**src/rtl/tco_defines.svh**
```systemverilog
// Constants for the channel 4 output-compare block.
`ifndef TCO_DEFINES_SVH
`define TCO_DEFINES_SVH

// ----------------------------------------------------------------
// Register byte offsets
// ----------------------------------------------------------------
`define TCO_OFF_MODE      8'h00
`define TCO_OFF_COMPARE   8'h04
`define TCO_OFF_OUTCTL    8'h08
`define TCO_OFF_CTRL2     8'h0C
`define TCO_OFF_STATUS    8'h10

// ----------------------------------------------------------------
// Field positions and reset values
// ----------------------------------------------------------------
`define TCO_MODE_HI       14
`define TCO_MODE_LO       12
`define TCO_BE_BIT        11
`define TCO_FE_BIT        10
`define TCO_DIR_HI        9
`define TCO_DIR_LO        8
`define TCO_DIR_OUTPUT    2'h0
`define TCO_POL_BIT       0
`define TCO_OPM_BIT       3
`define TCO_ST_REF_BIT    0
`define TCO_ST_PIN_BIT    1
`define TCO_ST_MATCH_BIT  2
`define TCO_ST_ACT_LO     16
`define TCO_MODE_RST      16'h0000
`define TCO_CMP_RST       16'h0000
`define TCO_WORD_ZERO     32'h0000_0000
`define TCO_CMP_W         16

`endif

```
**src/rtl/tco_pkg.sv**
```systemverilog
// Types shared by the channel 4 output-compare modules.
`default_nettype none
`include "tco_defines.svh"
package tco_pkg;

  // Output-compare mode codes
  typedef enum logic [2:0] {
    TCO_FROZEN     = 3'b000,
    TCO_SET_MATCH  = 3'b001,
    TCO_CLR_MATCH  = 3'b010,
    TCO_TOGGLE     = 3'b011,
    TCO_FORCE_LOW  = 3'b100,
    TCO_FORCE_HIGH = 3'b101,
    TCO_PWM1       = 3'b110,
    TCO_PWM2       = 3'b111
  } tco_mode_t;

  typedef logic [`TCO_CMP_W-1:0] tco_cmp_t;

endpackage : tco_pkg
`default_nettype wire

```
**src/rtl/tco_if.sv**
```systemverilog
// Carrier between the bus slave, trigger front end and core.
`default_nettype none
interface tco_if;
  logic [7:0]  addr;
  logic [31:0] wdata;
  logic        wr_en;
  logic [31:0] rdata;
  logic        hit;
  logic        trig_edge;

  modport apb  (output addr, output wdata, output wr_en,
                input rdata, input hit);
  modport trig (output trig_edge);
  modport core (input addr, input wdata, input wr_en,
                output rdata, output hit, input trig_edge);
endinterface : tco_if
`default_nettype wire

```
**src/rtl/tco_top.sv**
```systemverilog
// Channel 4 output-compare core with its register file.
`default_nettype none
`include "tco_defines.svh"
module tco_top (
  input  wire logic                 clk_sys,
  input  wire logic                 reset,
  input  wire logic                 psel,
  input  wire logic                 penable,
  input  wire logic                 pwrite,
  input  wire logic [7:0]           paddr,
  input  wire logic [31:0]          pwdata,
  output var  logic [31:0]          prdata,
  output var  logic                 pready,
  output var  logic                 pslverr,
  input  wire tco_pkg::tco_cmp_t    counter_value,
  input  wire logic                 count_down,
  input  wire logic                 update_event,
  input  wire logic                 trigger_in,
  output var  logic                 ch4_reference_signal,
  output var  logic                 ch4_output_pin
);
  import tco_pkg::*;

  // ----------------------------------------------------------------
  // State
  // ----------------------------------------------------------------
  typedef struct packed {
    logic [15:0] mode_reg;
    tco_cmp_t    cmp_buffer;
    tco_cmp_t    cmp_active;
    logic        polarity;
    logic        one_pulse;
    logic        ref_level;
    logic        pin_level;
    logic        match_seen;
    logic        prev_cmp;
    tco_mode_t   prev_mode;
  } tco_core_st_t;

  tco_core_st_t s;
  tco_core_st_t next_s;

  tco_if bus ();

  // ----------------------------------------------------------------
  // Sub-blocks
  // ----------------------------------------------------------------
  tco_apb u_apb (
    .clk_sys (clk_sys),
    .reset   (reset),
    .psel    (psel),
    .penable (penable),
    .pwrite  (pwrite),
    .paddr   (paddr),
    .pwdata  (pwdata),
    .prdata  (prdata),
    .pready  (pready),
    .pslverr (pslverr),
    .bus     (bus.apb)
  );

  tco_trig u_trig (
    .clk_sys    (clk_sys),
    .reset      (reset),
    .trigger_in (trigger_in),
    .trg        (bus.trig)
  );

  // ----------------------------------------------------------------
  // Helpers
  // ----------------------------------------------------------------
  // PWM level for a comparison outcome; mode 2 is the inverse of 1
  function automatic logic pwm_level(input logic mode2,
                                     input logic down,
                                     input logic below,
                                     input logic not_above);
    logic lvl;
    lvl = down ? not_above : below;
    return mode2 ? ~lvl : lvl;
  endfunction : pwm_level

  // Read decode: returns the word and whether the address is mapped
  function automatic logic [32:0] reg_read(input logic [7:0] a,
                                           input tco_core_st_t st);
    logic [31:0] w;
    logic        h;
    w = `TCO_WORD_ZERO;
    h = 1'b1;
    case (a)
      `TCO_OFF_MODE:    w[15:0] = st.mode_reg;
      `TCO_OFF_COMPARE: w[`TCO_CMP_W-1:0] = st.cmp_buffer;
      `TCO_OFF_OUTCTL:  w[`TCO_POL_BIT] = st.polarity;
      `TCO_OFF_CTRL2:   w[`TCO_OPM_BIT] = st.one_pulse;
      `TCO_OFF_STATUS: begin
        w[`TCO_ST_REF_BIT]   = st.ref_level;
        w[`TCO_ST_PIN_BIT]   = st.pin_level;
        w[`TCO_ST_MATCH_BIT] = st.match_seen;
        w[`TCO_ST_ACT_LO +: `TCO_CMP_W] = st.cmp_active;
      end
      default: h = 1'b0;
    endcase
    return {h, w};
  endfunction : reg_read

  // ----------------------------------------------------------------
  // Decoded fields and comparison outcomes
  // ----------------------------------------------------------------
  tco_mode_t mode;
  logic      is_output;
  logic      buf_en;
  logic      fast_en;
  logic      is_pwm;
  logic      is_pwm2;
  logic      match;
  logic      below;
  logic      not_above;
  logic      cmp_now;
  logic      raw_cmp;
  logic      match_lvl;
  logic      wr_mode;
  logic      wr_cmp;
  logic      wr_outctl;
  logic      wr_ctrl2;
  logic      wr_status;

  // Direction field gates every compare field of the channel
  assign mode      = tco_mode_t'(s.mode_reg[`TCO_MODE_HI:`TCO_MODE_LO]);
  assign is_output = s.mode_reg[`TCO_DIR_HI:`TCO_DIR_LO]
                     == `TCO_DIR_OUTPUT;
  assign buf_en    = is_output & s.mode_reg[`TCO_BE_BIT];
  assign fast_en   = is_output & s.mode_reg[`TCO_FE_BIT];
  assign is_pwm    = (mode == TCO_PWM1) || (mode == TCO_PWM2);
  assign is_pwm2   = mode == TCO_PWM2;

  // Compare against the active copy, never the buffer
  assign match     = counter_value == s.cmp_active;
  assign below     = counter_value < s.cmp_active;
  assign not_above = counter_value <= s.cmp_active;
  assign cmp_now   = pwm_level(is_pwm2, count_down, below, not_above);
  // Raw outcome, the same in every mode, so a forced level survives
  // a move into PWM while the comparison itself stays put
  assign raw_cmp   = pwm_level(1'b0, count_down, below, not_above);
  // Level that a match itself would produce in the current direction
  assign match_lvl = pwm_level(is_pwm2, count_down, 1'b0, 1'b1);

  // Register write strobes
  assign wr_mode   = bus.wr_en && bus.addr == `TCO_OFF_MODE;
  assign wr_cmp    = bus.wr_en && bus.addr == `TCO_OFF_COMPARE;
  assign wr_outctl = bus.wr_en && bus.addr == `TCO_OFF_OUTCTL;
  assign wr_ctrl2  = bus.wr_en && bus.addr == `TCO_OFF_CTRL2;
  assign wr_status = bus.wr_en && bus.addr == `TCO_OFF_STATUS;

  // Read path goes back to the bus slave
  assign {bus.hit, bus.rdata} = reg_read(bus.addr, s);

  // ----------------------------------------------------------------
  // Next state
  // ----------------------------------------------------------------
  always_comb begin
    next_s = s;

    // Configuration registers
    if (wr_mode) begin
      next_s.mode_reg = bus.wdata[15:0];
    end
    if (wr_outctl) begin
      next_s.polarity = bus.wdata[`TCO_POL_BIT];
    end
    // One-pulse select is stored for software; buffering in PWM
    // outside one-pulse use is left to software to keep
    if (wr_ctrl2) begin
      next_s.one_pulse = bus.wdata[`TCO_OPM_BIT];
    end

    // Compare value: the buffer always takes the write; the active
    // copy takes it at once only when buffering is off. A write and
    // an update in one cycle load the old buffer, the write lands
    // in the buffer for the next update.
    if (wr_cmp) begin
      next_s.cmp_buffer = bus.wdata[`TCO_CMP_W-1:0];
    end
    if (wr_cmp && !buf_en) begin
      next_s.cmp_active = bus.wdata[`TCO_CMP_W-1:0];
    end else if (update_event && buf_en) begin
      next_s.cmp_active = s.cmp_buffer;
    end

    // Sticky match flag: write one to clear, a new match wins
    if (wr_status && bus.wdata[`TCO_ST_MATCH_BIT]) begin
      next_s.match_seen = 1'b0;
    end
    if (is_output && match) begin
      next_s.match_seen = 1'b1;
    end

    // Reference level; held as is while the channel is an input
    if (is_output) begin
      unique case (mode)
        TCO_FROZEN: begin
          next_s.ref_level = s.ref_level;
        end
        TCO_SET_MATCH: begin
          if (match) begin
            next_s.ref_level = 1'b1;
          end
        end
        TCO_CLR_MATCH: begin
          if (match) begin
            next_s.ref_level = 1'b0;
          end
        end
        TCO_TOGGLE: begin
          if (match) begin
            next_s.ref_level = ~s.ref_level;
          end
        end
        TCO_FORCE_LOW: begin
          next_s.ref_level = 1'b0;
        end
        TCO_FORCE_HIGH: begin
          next_s.ref_level = 1'b1;
        end
        TCO_PWM1, TCO_PWM2: begin
          // Level moves only on a new outcome, on leaving frozen or input direction, or on a PWM 1/2 swap,
          // so a forced fast-path level survives until then
          // Swapping PWM 1 and PWM 2 inverts the level, so it applies
          if (raw_cmp != s.prev_cmp || s.prev_mode == TCO_FROZEN ||
              s.prev_mode == (is_pwm2 ? TCO_PWM1 : TCO_PWM2)) begin
            next_s.ref_level = cmp_now;
          end
          // Trigger edge acts as a match regardless of comparison
          if (fast_en && bus.trig_edge) begin
            next_s.ref_level = match_lvl;
          end
        end
      endcase
    end
    // With fast off the trigger has no path here: the counter it
    // starts outside reaches the output through the compare only

    // History for the PWM change detection
    next_s.prev_cmp  = raw_cmp;
    next_s.prev_mode = is_output ? mode : TCO_FROZEN;

    // Pin level derived from the reference through the polarity
    next_s.pin_level = next_s.ref_level ^ next_s.polarity;
  end

  // ----------------------------------------------------------------
  // State register
  // ----------------------------------------------------------------
  always_ff @(posedge clk_sys) begin
    if (reset) begin
      s            <= '0;
      s.mode_reg   <= `TCO_MODE_RST;
      s.cmp_buffer <= `TCO_CMP_RST;
      s.cmp_active <= `TCO_CMP_RST;
      s.prev_mode  <= TCO_FROZEN;
    end else begin
      s <= next_s;
    end
  end

  // Outputs straight from the state flops
  assign ch4_reference_signal = s.ref_level;
  assign ch4_output_pin       = s.pin_level;
endmodule : tco_top
`default_nettype wire

```
**src/rtl/tco_apb.sv**
```systemverilog
// APB slave front end: no wait state, registered answer.
`default_nettype none
`include "tco_defines.svh"
module tco_apb (
  input  wire logic        clk_sys,
  input  wire logic        reset,
  input  wire logic        psel,
  input  wire logic        penable,
  input  wire logic        pwrite,
  input  wire logic [7:0]  paddr,
  input  wire logic [31:0] pwdata,
  output var  logic [31:0] prdata,
  output var  logic        pready,
  output var  logic        pslverr,
  tco_if.apb               bus
);
  import tco_pkg::*;

  typedef struct packed {
    logic [31:0] prdata;
    logic        pready;
    logic        pslverr;
  } tco_apb_st_t;

  tco_apb_st_t s;
  tco_apb_st_t next_s;

  // Address and data pass straight to the core decode
  assign bus.addr  = paddr;
  assign bus.wdata = pwdata;
  // Write lands only at the edge where pready is sampled high
  assign bus.wr_en = psel & penable & pwrite & s.pready & bus.hit;

  // Answer is prepared in the setup cycle, shown in the access cycle
  always_comb begin
    next_s         = s;
    next_s.pready  = 1'b0;
    next_s.pslverr = 1'b0;
    if (psel && !penable) begin
      next_s.pready  = 1'b1;
      next_s.pslverr = ~bus.hit;
      next_s.prdata  = bus.hit ? bus.rdata : `TCO_WORD_ZERO;
    end
  end

  always_ff @(posedge clk_sys) begin
    if (reset) begin
      s <= '0;
    end else begin
      s <= next_s;
    end
  end

  assign prdata  = s.prdata;
  assign pready  = s.pready;
  assign pslverr = s.pslverr;
endmodule : tco_apb
`default_nettype wire

```
**src/rtl/tco_trig.sv**
```systemverilog
// Trigger pin synchroniser and rising-edge detector.
`default_nettype none
module tco_trig (
  input  wire logic clk_sys,
  input  wire logic reset,
  input  wire logic trigger_in,
  tco_if.trig       trg
);
  import tco_pkg::*;

  typedef struct packed {
    logic meta;
    logic sync;
    logic last;
  } tco_trig_st_t;

  tco_trig_st_t s;
  tco_trig_st_t next_s;

  // Only the second stage and its delayed copy feed the edge test
  always_comb begin
    next_s      = s;
    next_s.meta = trigger_in;
    next_s.sync = s.meta;
    next_s.last = s.sync;
  end

  always_ff @(posedge clk_sys) begin
    if (reset) begin
      s <= '0;
    end else begin
      s <= next_s;
    end
  end

  // Combinational edge keeps the fast path within three edges
  assign trg.trig_edge = s.sync & ~s.last;
endmodule : tco_trig
`default_nettype wire

```
**config.mk**
```make
export PLATFORM = sky130hd
export DESIGN_NAME = tco_top
export DESIGN_NICKNAME = d
export VERILOG_FILES = /design/src/rtl/tco_pkg.sv /design/src/rtl/tco_if.sv /design/src/rtl/tco_top.sv /design/src/rtl/tco_apb.sv /design/src/rtl/tco_trig.sv
export VERILOG_INCLUDE_DIRS = /design/src /design/src/rtl
export SDC_FILE = /design/constraint.sdc
export NUM_CORES = 1
export LEC_CHECK = 0
export BUFFER_PORTS_ARGS = -buffer_cell sky130_fd_sc_hd__buf_2
export CORE_MARGIN = 5
export CORE_UTILIZATION = 55
export CTS_BUF_LIST = sky130_fd_sc_hd__clkbuf_8
export CTS_CLUSTER_SIZE = 14
export DETAILED_ROUTE_END_ITERATION = 10
export GPL_ROUTABILITY_DRIVEN = 0
export PLACE_DENSITY = 0.79
export SYNTH_ARGS = -nofsm -noshare
export SYNTH_HDL_FRONTEND = slang
export SYNTH_HIERARCHICAL = 1
export SYNTH_SLANG_ARGS = --single-unit
export TNS_END_PERCENT = 20
```
**constraint.sdc**
```tcl
create_clock -name clk_sys -period 7.1 [get_ports clk_sys]
set_clock_uncertainty 0.1 [all_clocks]
set_input_delay 0.71 -clock clk_sys [delete_from_list [all_inputs] [get_ports clk_sys]]
set_output_delay 0.71 -clock clk_sys [all_outputs]
set_load 0.02 [all_outputs]
```
==> results_tabular.tex <==
\begin{tabular}{lr}
\hline
Metric & Value \\
\hline
\multicolumn{2}{l}{\textbf{Setup path}} \\
Largest fanout of any net on the critical path & 34 \\
Cell class contributing the biggest share of worst-path delay & simple AND/OR/NAND/NOR gates \\
Slowest cell on crit path & or2\_2 \\
CP arrival & about 4.7 ns \\
Critical path class & primary input to flop \\
Buffers plus inverters on the worst setup path & 2 \\
Critical path endpoint category & flop \\
Worst Setup Start Kind & primary input \\
Delay of the slowest cell on the worst path & 0.75 ns \\
Cell breakdown of the critical path & buf\_2 > or4\_4 > nor3\_1 > buf\_4 > and2\_1 > or2\_2 > nand3\_1 > nor2\_1 > nand3\_4 > a21oi\_4 > nor2\_2 > nand2\_1 > a21oi\_1 \\
Required time reported for the critical path endpoint & $\sim$7.2 ns \\
\multicolumn{2}{l}{\textbf{Die}} \\
I/O Pins & 100 \\
Starting Density & around 56\% \\
Total Die Area & between 0.01 and 0.015 sq mm \\
Core region area & $\sim$0.009 sq mm \\
Site Rows & 35 \\
Die height & around 110 microns \\
Floorplan die width & 107 microns \\
\multicolumn{2}{l}{\textbf{Power}} \\
Total leakage power & slightly above 0.002 uW \\
P per Cell Area & around 180 mW/mm\^{}2 \\
Max VDD drop & roughly 90 uV \\
\multicolumn{2}{l}{\textbf{Drt}} \\
Post-detailed-route DRC marker count & 0 \\
Number of DRC markers in iteration 0 & 368 \\
Vias after detailed routing & roughly 4200 \\
WL/cell & roughly 16 microns \\
Final ANT Viol Nets & 0 \\
Number of search-and-repair iterations in the first detailed-routing pass & 4 \\
Wirelength, routed & about 12 mm \\
DR vias/cell & about 5.5 \\
\multicolumn{2}{l}{\textbf{Finish}} \\
Final net count & 710 \\
Fraction of layout cells with a size suffix above 1 & approximately 33\% \\
Max FFs per register & 52 \\
Layout overhead on the synthesized area & 5.85\% \\
Antenna diode count & 0 \\
\multicolumn{2}{l}{\textbf{Timing}} \\
Count of endpoints failing hold in the final timing report & 0 \\
Final setup slack of the worst path & approximately 2.5 ns \\
Min Clock Period, post-route & 4.62 ns \\
Maximum clock frequency & 0.217 GHz \\
Relative slew margins & 24.9\% \\
Total of endpoints with negative setup slack in the final report & 0 \\
Final critical-path share of the clock period & 65.0\% \\
Slew Limit Fails & 0 \\
Transition time of the tightest slew-check pin & approximately 1.1 ns \\
Unrepaired setup endpoints after global routing & false \\
Setup TNS & 0 ns \\
\multicolumn{2}{l}{\textbf{Placement}} \\
Port buffer count & 83 \\
HPWL reported at the end of detailed placement & between 8 and 9 mm \\
Worst setup timing slack at the placement stage & between 2 and 2.5 ns \\
\multicolumn{2}{l}{\textbf{Run}} \\
Max Cap Viol & 0 \\
\multicolumn{2}{l}{\textbf{Clock network}} \\
Clock slew at the register clock pins of the worst setup and hold paths & around 0.09 ns \\
TritonCTS buffer count & 9 \\
Clock insertion delay at the later pin of the skew report & between 0.3 and 0.4 ns \\
CTS tree & yes \\
Number of hold-repair buffers added at the cts stage & 0 \\
Count of buffers added by post-CTS timing repair for setup & 0 \\
Number of gates given a new drive strength after cts & 0 \\
Clk buf depth & 2 \\
Number of sinks on the clock net & between 90 and 100 \\
H-tree depth & 3 \\
Root buffer selected by CTS & clkbuf\_8 \\
\multicolumn{2}{l}{\textbf{Synth}} \\
Synthesized net count & 679 \\
Post-synthesis instance total & approximately 600 \\
Total standard cell area after synthesis & slightly above 0.005 sq mm \\
Average size of a mapped cell & roughly 8.7 sq um \\
Warnings, synthesis & 6 \\
\multicolumn{2}{l}{\textbf{Global route}} \\
Via count of the first global-routing pass & a little over 4000 \\
Total routing usage reported by global routing & 21.1\% \\
Largest net degree at the start of global routing & slightly above 90 \\
Overflow after GRT & 0 \\
Antenna violations before repair & 0 \\
Global-route wire length before repair & roughly 19 mm \\
\multicolumn{2}{l}{\textbf{Run status}} \\
Status & finished, final reports clean \\
\multicolumn{2}{l}{\textbf{Min path}} \\
Min-Delay Path Class & flop to flop \\
\hline
\end{tabular}
-- layout make-up --
cell class                      count  area [sq um]
Clock inverter                      6          75.1
Multi-Input combinational cell    418          2740
Fill cell                         843          3740
Sequential cell                    94          1880
Inverter                           20          75.1
Timing Repair Buffer               85           433
Clock buffer                       10           138
Tap cell                          129           161
-- stage by stage --
stage          hold WS (ns)  cells  total power [uW]  area (sq um)  util (%)
2_1_floorplan         0.314    597               600          5200         -
4_1_cts               0.348    762               980          5500      59.5
6_report              0.344    762               974          5500      59.5
3_5_place_dp          0.326    746               606          5290      57.2
5_1_grt               0.376    762              1010          5500      59.5
3_3_place_gp          0.319    746               603          5290      57.2
-- worst paths after layout --
path                                                  start                     endpoint  slack (ns)  cells past startpoint
worst max-delay path                               paddr[1]           s[13]$_SDFFE_PP0P_        2.48                     13
worst min-delay path            u_trig/next_s[1]$_SDFF_PP0_  u_trig/next_s[0]$_SDFF_PP0_        0.34                      1
worst max register to register           s[18]$_SDFFE_PP0P_    ch4_output_pin$_SDFF_PP0_        3.72                     13
worst min register to register  u_trig/next_s[1]$_SDFF_PP0_  u_trig/next_s[0]$_SDFF_PP0_        0.34                      1
-- worst reg2reg max path, cell delays in order (launching register included) --
cell	delay, ns
dfxtp_1	0.41
inv_1	0.06
ha_1	0.29
nand4_1	0.23
nor4_4	0.47
inv_1	0.12
ha_1	0.28
inv_1	0.05
o21ai_0	0.07
a31oi_1	0.20
o22a_1	0.14
o21ai_0	0.10
a2111oi_2	0.39
mux2_1	0.36
-- where the power goes --
group / leakage, uW / internal, uW / switching, uW / total (uW)
Sequential: 0.000758 / 528 / 0.766 / 529
Clock: 0.000106 / 179 / 201 / 380
Combinational: 0.00115 / 21.3 / 43.8 / 65.2
Total: 0.00201 / 728 / 246 / 974
-- per-layer routing --
metal | global-route usage, % | up-vias | routed length (microns)
met4 | 8.49 | 0 | 365
met3 | 3.79 | 19 | 790
met1 | 27.8 | 1976 | 5430
met5 | 0 | - | 0
met2 | 34.0 | 150 | 5570
li1 | - | 2070 | -
-- layout by cell type, fill, tap and decap left out, types with 2 or more instances in the layout --
cell type / count
nand2_1: 97
dfxtp_1: 94
buf_2: 82
a21oi_1: 62
nand3_2: 30
a21oi_2: 30
nand2_2: 28
nor2_1: 24
inv_1: 20
and3_1: 20
mux2i_1: 18
ha_1: 18
a22oi_1: 17
clkbuf_8: 10
nor2b_1: 8
o21ai_0: 8
and2_1: 8
nand3_1: 8
nor3_1: 4
nand4_1: 3
inv_6: 3
buf_4: 3
nor4_4: 2
or2_2: 2
nor2_2: 2
or3_1: 2
o31ai_1: 2
a2111oi_2: 2
o211ai_1: 2
a31oi_1: 2
Power figures use the tool's default switching activity.
